### config.mk
export PLATFORM = sky130hd
export DESIGN_NAME = frs_sequencer
export DESIGN_NICKNAME = d
export VERILOG_FILES = /design/src/core/frs_pkg.sv /design/src/core/frs_key_unlock.sv /design/src/core/frs_sequencer.sv
export SDC_FILE = /design/constraint.sdc
export NUM_CORES = 1
export LEC_CHECK = 0
export ABC_AREA = 1
export BUFFER_PORTS_ARGS = -buffer_cell sky130_fd_sc_hd__buf_2
export CAP_MARGIN = 5
export CORE_ASPECT_RATIO = 1.25
export CORE_MARGIN = 10
export CORE_UTILIZATION = 46
export CTS_CLUSTER_DIAMETER = 100
export DETAILED_ROUTE_END_ITERATION = 6
export PLACE_DENSITY = 0.75
export SYNTH_ARGS = -nofsm -noshare
export SYNTH_HDL_FRONTEND = slang
export SYNTH_SLANG_ARGS = --single-unit
### constraint.sdc
create_clock -name core_clk_i -period 1.1 [get_ports core_clk_i]
set_input_delay 0.055 -clock core_clk_i [delete_from_list [all_inputs] [get_ports core_clk_i]]
set_output_delay 0.055 -clock core_clk_i [all_outputs]
set_load 0.005 [all_outputs]
### src/core/frs_pkg.sv
// Package for the flash row erase/program sequencer
package frs_pkg;
  localparam int unsigned FRS_AW = 4;
  localparam logic [3:0] FRS_OFF_CONTROL  = 4'h0;
  localparam logic [3:0] FRS_OFF_KEY      = 4'h4;
  localparam logic [3:0] FRS_OFF_ADDR_LO  = 4'h8;
  localparam logic [3:0] FRS_OFF_ADDR_HI  = 4'hC;
  localparam int unsigned FRS_BIT_START  = 15;
  localparam int unsigned FRS_BIT_WRITE_ENABLE_BIT   = 14;
  localparam logic [3:0] FRS_OP_ERASE    = 4'h3;
  localparam logic [3:0] FRS_OP_ROW      = 4'h2;
  localparam logic [15:0] FRS_CTRL_RESET = 16'h0000;
  localparam logic [15:0] FRS_CTRL_MASK  = 16'hC00F;
  localparam logic [7:0] FRS_KEY_FIRST   = 8'h55;
  localparam logic [7:0] FRS_KEY_SECOND  = 8'hAA;
  localparam int unsigned FRS_ROWS_PER_BLOCK = 8;
  localparam int unsigned FRS_INSTR_PER_ROW  = 128;
  localparam logic [7:0] FRS_ADDR_HI_MASK = 8'hFF;
  typedef enum logic [1:0] {
    FRS_KEY_IDLE = 2'b00,
    FRS_KEY_HALF = 2'b01,
    FRS_KEY_OPEN = 2'b10
  } frs_key_t;
  typedef enum logic [1:0] {
    FRS_ST_IDLE  = 2'b00,
    FRS_ST_ISSUE = 2'b01,
    FRS_ST_BUSY  = 2'b10
  } frs_state_t;
endpackage : frs_pkg

### src/core/frs_key_unlock.sv
// Two-value key unlock tracker
`timescale 1ns/1ps
module frs_key_unlock (
  input  wire logic        core_clk_i,
  input  wire logic        rst_n_i,
  input  wire logic        reg_write_i,
  input  wire logic        key_write_i,
  input  wire logic [7:0]  key_data_i,
  input  wire logic        consume_i,
  output logic             unlocked_o
);
  import frs_pkg::*;
  frs_key_t key_state;
  // Any other register write relocks, so keys must immediately precede start
  always_ff @(posedge core_clk_i or negedge rst_n_i) begin
    if (!rst_n_i) begin
      key_state <= FRS_KEY_IDLE;
    end else if (consume_i) begin
      key_state <= FRS_KEY_IDLE;
    end else if (reg_write_i) begin
      if (key_write_i && key_data_i == FRS_KEY_FIRST) begin
        key_state <= FRS_KEY_HALF;
      end else if (key_write_i && key_data_i == FRS_KEY_SECOND && key_state == FRS_KEY_HALF) begin
        key_state <= FRS_KEY_OPEN;
      end else begin
        key_state <= FRS_KEY_IDLE;
      end
    end
  end
  assign unlocked_o = (key_state == FRS_KEY_OPEN);

  chk_key_relock: assert property (@(posedge core_clk_i) disable iff (!rst_n_i)
    reg_write_i && !key_write_i |=> !unlocked_o)
    else $error("key not relocked");
endmodule : frs_key_unlock

### src/core/frs_sequencer.sv
// Flash row erase / program sequencer with Avalon-MM register slave
// What this block does
// - Program one row; erase whole 8-row block
// - Operation code 0011 selects block erase
// - Operation code 0010 selects row programming
// - No operation starts without key unlock
// - Start bit 15 launches selected cycle
// - CPU stalled until flash operation finishes
// - Hardware clears start bit on completion
// - Value 4003h sets erase with write enable
`timescale 1ns/1ps
module frs_sequencer (
  input  wire logic                    core_clk_i,
  input  wire logic                    rst_n_i,
  input  wire logic [frs_pkg::FRS_AW-1:0] avs_address,
  input  wire logic                    avs_read,
  input  wire logic                    avs_write,
  input  wire logic [31:0]             avs_writedata,
  input  wire logic [3:0]              avs_byteenable,
  output logic      [31:0]             avs_readdata,
  output logic                         avs_waitrequest,
  output logic                         flash_erase_o,
  output logic                         flash_program_o,
  output logic      [23:0]             flash_addr_o,
  input  wire logic                    flash_done_i,
  output logic                         cpu_stall_o
);
  import frs_pkg::*;

  logic [15:0]   flash_op_control;
  logic [15:0]   target_address_low;
  logic [7:0]    target_address_high;
  frs_state_t    state;
  logic          rd_done;
  logic          wr_hit_ctrl;
  logic          wr_hit_key;
  logic          start_req;
  logic          unlocked;
  logic          launch;
  logic [15:0]   next_ctrl;

  function automatic logic [15:0] merge16(input logic [15:0] old, input logic [31:0] d, input logic [3:0] be);
    merge16 = {be[1] ? d[15:8] : old[15:8], be[0] ? d[7:0] : old[7:0]};
  endfunction : merge16

  // Writes complete in one cycle; reads take one wait cycle for registered data
  wire bus_wr = avs_write;
  assign avs_waitrequest = avs_read && !rd_done;
  assign wr_hit_ctrl = bus_wr && avs_address == FRS_OFF_CONTROL;
  assign wr_hit_key  = bus_wr && avs_address == FRS_OFF_KEY && avs_byteenable[0];
  assign next_ctrl   = merge16(flash_op_control, avs_writedata, avs_byteenable) & FRS_CTRL_MASK;
  assign start_req   = wr_hit_ctrl && next_ctrl[FRS_BIT_START] && state == FRS_ST_IDLE;
  // Write enable must be set in this same write, in the same byte lane as the start bit
  assign launch = start_req && unlocked && next_ctrl[FRS_BIT_WRITE_ENABLE_BIT]
                  && (next_ctrl[3:0] == FRS_OP_ERASE || next_ctrl[3:0] == FRS_OP_ROW);

  frs_key_unlock i_frs_key_unlock (
    .core_clk_i  (core_clk_i),
    .rst_n_i     (rst_n_i),
    .reg_write_i (bus_wr),
    .key_write_i (wr_hit_key),
    .key_data_i  (avs_writedata[7:0]),
    .consume_i   (start_req),
    .unlocked_o  (unlocked)
  );

  // Control register; fields frozen during a cycle so the operation cannot shift
  always_ff @(posedge core_clk_i or negedge rst_n_i) begin
    if (!rst_n_i) begin
      flash_op_control <= FRS_CTRL_RESET;
    end else if (state == FRS_ST_BUSY && flash_done_i) begin
      flash_op_control[FRS_BIT_START] <= 1'b0;
    end else if (wr_hit_ctrl && state == FRS_ST_IDLE) begin
      flash_op_control <= {launch, next_ctrl[14:0]};
    end
  end

  always_ff @(posedge core_clk_i or negedge rst_n_i) begin
    if (!rst_n_i) begin
      target_address_low  <= 16'h0000;
      target_address_high <= 8'h00;
    end else if (bus_wr && state == FRS_ST_IDLE) begin
      if (avs_address == FRS_OFF_ADDR_LO) begin
        target_address_low <= merge16(target_address_low, avs_writedata, avs_byteenable);
      end else if (avs_address == FRS_OFF_ADDR_HI && avs_byteenable[0]) begin
        target_address_high <= avs_writedata[7:0] & FRS_ADDR_HI_MASK;
      end
    end
  end

  // Sequencer: issue one-cycle command, then wait for the array
  always_ff @(posedge core_clk_i or negedge rst_n_i) begin
    if (!rst_n_i) begin
      state <= FRS_ST_IDLE;
    end else begin
      case (state)
        FRS_ST_IDLE: begin
          if (launch) begin
            state <= FRS_ST_ISSUE;
          end
        end
        FRS_ST_ISSUE: begin
          state <= FRS_ST_BUSY;
        end
        FRS_ST_BUSY: begin
          if (flash_done_i) begin
            state <= FRS_ST_IDLE;
          end
        end
        default: begin
          state <= FRS_ST_IDLE;
        end
      endcase
    end
  end

  always_ff @(posedge core_clk_i or negedge rst_n_i) begin
    if (!rst_n_i) begin
      flash_erase_o   <= 1'b0;
      flash_program_o <= 1'b0;
      flash_addr_o    <= 24'h00_0000;
    end else begin
      flash_erase_o   <= state == FRS_ST_ISSUE && flash_op_control[3:0] == FRS_OP_ERASE;
      flash_program_o <= state == FRS_ST_ISSUE && flash_op_control[3:0] == FRS_OP_ROW;
      if (state == FRS_ST_ISSUE) begin
        flash_addr_o <= {target_address_high, target_address_low};
      end
    end
  end

  assign cpu_stall_o = state != FRS_ST_IDLE;

  always_ff @(posedge core_clk_i or negedge rst_n_i) begin
    if (!rst_n_i) begin
      rd_done      <= 1'b0;
      avs_readdata <= 32'h0000_0000;
    end else begin
      rd_done <= avs_read && !rd_done;
      if (avs_read && !rd_done) begin
        if (avs_address == FRS_OFF_CONTROL) begin
          avs_readdata <= {16'h0000, flash_op_control};
        end else if (avs_address == FRS_OFF_ADDR_LO) begin
          avs_readdata <= {16'h0000, target_address_low};
        end else if (avs_address == FRS_OFF_ADDR_HI) begin
          avs_readdata <= {24'h00_0000, target_address_high};
        end else begin
          avs_readdata <= 32'h0000_0000;
        end
      end
    end
  end

  // Sequencer checks; covers mark the main flows
  chk_start_stalls: assert property (@(posedge core_clk_i) disable iff (!rst_n_i)
    launch |=> cpu_stall_o && flash_op_control[FRS_BIT_START])
    else $error("start did not stall");

  chk_done_clears: assert property (@(posedge core_clk_i) disable iff (!rst_n_i)
    state == FRS_ST_BUSY && flash_done_i |=> !flash_op_control[FRS_BIT_START] && !cpu_stall_o)
    else $error("start bit not cleared");

  chk_locked_refused: assert property (@(posedge core_clk_i) disable iff (!rst_n_i)
    start_req && !unlocked |=> !cpu_stall_o)
    else $error("locked start ran");

  chk_write_enable_bit_needed: assert property (@(posedge core_clk_i) disable iff (!rst_n_i)
    start_req && !next_ctrl[FRS_BIT_WRITE_ENABLE_BIT] |=> state == FRS_ST_IDLE)
    else $error("start without write_enable_bit");

  chk_erase_pulse: assert property (@(posedge core_clk_i) disable iff (!rst_n_i)
    launch && next_ctrl[3:0] == FRS_OP_ERASE |=> ##1 flash_erase_o && !flash_program_o)
    else $error("erase not issued");

  chk_row_pulse: assert property (@(posedge core_clk_i) disable iff (!rst_n_i)
    launch && next_ctrl[3:0] == FRS_OP_ROW |=> ##1 flash_program_o && !flash_erase_o)
    else $error("program not issued");

  chk_start_reads: assert property (@(posedge core_clk_i) disable iff (!rst_n_i)
    cpu_stall_o |-> flash_op_control[FRS_BIT_START])
    else $error("start reads zero while busy");

  chk_one_pulse: assert property (@(posedge core_clk_i) disable iff (!rst_n_i)
    flash_erase_o |=> !flash_erase_o)
    else $error("erase pulse too long");

  chk_prog_one_pulse: assert property (@(posedge core_clk_i) disable iff (!rst_n_i)
    flash_program_o |=> !flash_program_o)
    else $error("program pulse too long");

  chk_bad_op_refused: assert property (@(posedge core_clk_i) disable iff (!rst_n_i)
    start_req && next_ctrl[3:0] != FRS_OP_ERASE && next_ctrl[3:0] != FRS_OP_ROW |=> !cpu_stall_o)
    else $error("unknown operation ran");

  chk_start_low_idle: assert property (@(posedge core_clk_i) disable iff (!rst_n_i)
    !cpu_stall_o |-> !flash_op_control[FRS_BIT_START])
    else $error("start bit set while idle");

  // A shifting field mid-cycle would retarget the array
  chk_busy_frozen: assert property (@(posedge core_clk_i) disable iff (!rst_n_i)
    cpu_stall_o && !flash_done_i |=> $stable(flash_op_control))
    else $error("control changed while busy");

  chk_stall_holds: assert property (@(posedge core_clk_i) disable iff (!rst_n_i)
    state == FRS_ST_BUSY && !flash_done_i |=> cpu_stall_o)
    else $error("stall dropped early");

  chk_pulse_in_stall: assert property (@(posedge core_clk_i) disable iff (!rst_n_i)
    flash_erase_o || flash_program_o |-> cpu_stall_o)
    else $error("array command outside stall");

  chk_write_nowait: assert property (@(posedge core_clk_i) disable iff (!rst_n_i)
    avs_write |-> !avs_waitrequest)
    else $error("write was stalled");

  cov_erase: cover property (@(posedge core_clk_i) disable iff (!rst_n_i) flash_erase_o);
  cov_program: cover property (@(posedge core_clk_i) disable iff (!rst_n_i) flash_program_o);
  cov_refused: cover property (@(posedge core_clk_i) disable iff (!rst_n_i) start_req && !launch);
  cov_busy_write: cover property (@(posedge core_clk_i) disable iff (!rst_n_i) cpu_stall_o && wr_hit_ctrl);
  cov_bad_op: cover property (@(posedge core_clk_i) disable iff (!rst_n_i) start_req && unlocked && !launch);
endmodule : frs_sequencer

==> impl_metrics.yaml <==
timing:
  rsz0062_at_grt: "true"
  hold_viol_final: 2
  min_period_over_period: 1.19
  fin_hold_ws_ps: -13.3
  fmax_mhz: 763
  skew_ps: 8.70
  period_needed_ps: 1310
  worst_slack_ps: -211
  drv_slew: 0
  setup_viol: 47
synthesis:
  syn_area_sq_mm: 0.00352
  synth_cells: 380
  yosysWarnings: 0
  syn_avg_cell_area_sq_um: 9.28
  synth.distinct_cells: 31
  seq_area_frac_synth: 0.547
  ys_ff_latch: 77
floorplan:
  die_x_um: 98.3
  die_height_um: 118
  dieArea_sq_mm: 0.0116
  pin_count: 105
  rows: 35
  coreArea_sq_mm: 0.00740
  start_util: 0.476
routing:
  vias: 2902
  top_layer: "met4"
  detail-route-antenna-nets: 0
  met2WireLength_mm: 4.63
  met3WireLength_um: 593
  drt_pre_antenna_iters: 5
  wirelength_mm: 9.14
  wl_per_cell_um: 15.6
  drc_errors: 0
  drt-initial-drc-count: 130
  wl_met1_mm: 3.77
  vias_per_cell: 4.94
placed_design:
  io_buffers: 70
  gp_congestion: 0.853
  place_hpwl_mm: 6.27
  dp_cells: 544
run_status:
  violations: "negative hold slack, negative setup slack"
  status: "finished with violations"
setup_path:
  cp_max_fo: 5
  critPathCaptureType: "flip-flop"
  arrival_ps: 1550
  r2r_start: "state[1]$_DFFE_PN0P_"
  cp_data_required_time_ps: 1340
  critPathLaunchType: "flip-flop"
  worst-r2r-cell-count: 8
  path_buf_inv: 3
  reg2reg_to: "flash_op_control[1]$_DFFE_PN0P_"
  rrSetupSlack_ps: -210
  crit_chain: "inv_2 -> nand2_4 -> nor2_4 -> buf_4 -> nand2_4 -> buf_6 -> nor2_1 -> a21oi_1"
  critPathSlowestCell: "dfrtp_1"
  crit_type: "flip-flop to flip-flop"
  cp_top_family: "flip-flops"
  slowest_delay_ps: 400
  cp_common_cell: "nand2_4"
global_routing:
  grt_overflow: 0
  grt_pass1_vias: 2967
  grt_pass1_wl_mm: 14.7
  grt_max_degree: 37
  antenna_found_initial: 0
  track_usage: 0.152
cts:
  clock-sinks: 77
  clock_path_buffers: 2
  cts_root_buf: "clkbuf_8"
  numCtsBuffers: 9
  h-tree-depth: 3
  clock_latency_ps: 350
  path_clk_slew_ps: 80
  cts_tree: "yes"
hold_path:
  worstHoldPathCells: 2
  hp-class: "input pin to flip-flop"
  holdPathEnd: "i_frs_key_unlock.key_state[0]$_DFFE_PN0P_"
  hp-start: "avs_write"
pwr:
  combPwrFrac: 0.150
  seq_power_share: 0.492
  power.switching_mw: 1.89
  swShare: 0.282
  p_clk_frac: 0.358
  power.total_mw: 6.68
  vdd_ir_drop_max_uv: 761
  p_per_area_mw_per_mm2: 1420
  p_int_mw: 4.79
  p_leak_nw: 2.47
cells_and_area:
  register_area_sq_mm: 0.00193
  n_antenna_cell: 0
  fin_cells: 587
  layout_commonest_cell: "nand2_1"
  fin_nets: 535
  final_cell_mix: "nand2_1, dfrtp_1, buf_2, inv_1, o21ai_2"
  multi_input_comb_area_sq_mm: 0.00148
  final.fill_count: 580
  drive_gt1_frac: 0.390
  synthToLayoutAreaGrowth_pct: 33.8
job:
  max_cap_viol_count: 0
## per-stage QoR
step | util | setup TNS, ps | cell area, sq um | setup WS (ps) | hold slack (ps)
4_1_cts | 0.609 | -2070 | 4500 | -154 | -16.7
3_5_place_dp | 0.541 | -1840 | 4010 | -128 | -67.6
2_1_floorplan | - | -494 | 3590 | -68.7 | -241
3_3_place_gp | 0.541 | -718 | 4010 | -59.8 | -75.9
5_1_grt | 0.637 | -8840 | 4720 | -274 | 0.825
6_report | 0.637 | -6230 | 4720 | -211 | -13.3
## worst register-to-register path, stage by stage, from the launching register on
cell	delay, ps
dfrtp_1	400
inv_2	90
nand2_4	70
nor2_4	160
buf_4	140
nand2_4	60
buf_6	140
nor2_1	80
a21oi_1	50
## cell type report
class	instances	area share
flip-flops and latches	77	0.408
multi-input cells	239	0.313
repair buffers	109	0.164
inverters	54	0.0430
clock buffers	9	0.0263
well taps	92	0.0244
clock inverters	7	0.0207
## flip-flops by register name, summed over array words and instances, names as in the netlist
register	cells
avs_readdata	16
flash_addr_o	24
flash_erase_o	1
flash_op_control	6
flash_program_o	1
i_frs_key_unlock.key_state	2
rd_done	1
state	2
target_address_high	8
target_address_low	16
## logic make-up (layout without fill, tap and decap cells)
group	count (synthesis)	count (layout)	share of synthesized area
other cells	1	16	0.00106
flops	77	77	0.547
compound gates	73	73	0.133
mux	4	4	0.0128
simple gates	143	146	0.193
buf+inv	82	179	0.114
## cells in the mapped netlist (all sizes together)
cell type	instances	area, sq um
nand2	113	472
dfrtp	77	1930
inv	54	203
o21ai	51	323
buf	24	183
nor2	16	111
o31ai	6	45.0
a21oi	5	25.0
nand3	5	42.5
clkbuf	4	15.0
mux2	4	45.0
nand4	4	25.0
nor4	4	25.0
o211ai	4	30.0
o22ai	4	25.0
a31oi	2	12.5
a21boi	1	7.51
conb	1	3.75
nor3	1	5.00
## power groups by stage
stage               logic, mW  clock network, mW  registers [mW]
CTS                     0.899               2.39            3.25
floorplan               0.531                  0            3.25
detailed placement      0.800                  0            3.29
finish                   1.00               2.39            3.28
global placement        0.776                  0            3.28
global route             1.12               2.56            3.31
## layer usage
layer,global-route usage,up-vias
li1,-,1395
met1,0.175,1412
met2,0.251,81
met3,0.0534,14
met4,0.0530,0
met5,0,-
## timing repair
| item | 4_1_cts | 5_1_grt |
|---|---|---|
| hold endpoints to repair | 87 | 0 |
| setup endpoints to repair | 40 | 64 |
| setup buffers | 5 | 9 |
| gates cloned | 3 | 0 |
| resized for setup | 31 | 39 |
| pin swaps | 7 | 19 |
| hold buffers | 10 | 0 |
## how the worst max path moves through the flow
stage                                              end  depth (start not counted)                 start  slack [ps]
floorplan           target_address_low[10]$_DFFE_PN0P_                          7  state[0]$_DFFE_PN0P_         -70
global placement    target_address_low[11]$_DFFE_PN0P_                          6  state[0]$_DFFE_PN0P_         -60
detailed placement  target_address_low[15]$_DFFE_PN0P_                          6  state[1]$_DFFE_PN0P_        -130
global route        target_address_low[12]$_DFFE_PN0P_                          7  state[1]$_DFFE_PN0P_        -270
CTS                 target_address_low[15]$_DFFE_PN0P_                          7  state[1]$_DFFE_PN0P_        -150
finish                 flash_op_control[1]$_DFFE_PN0P_                          8  state[1]$_DFFE_PN0P_        -210
Note: power is estimated with default switching activity, not from simulation.
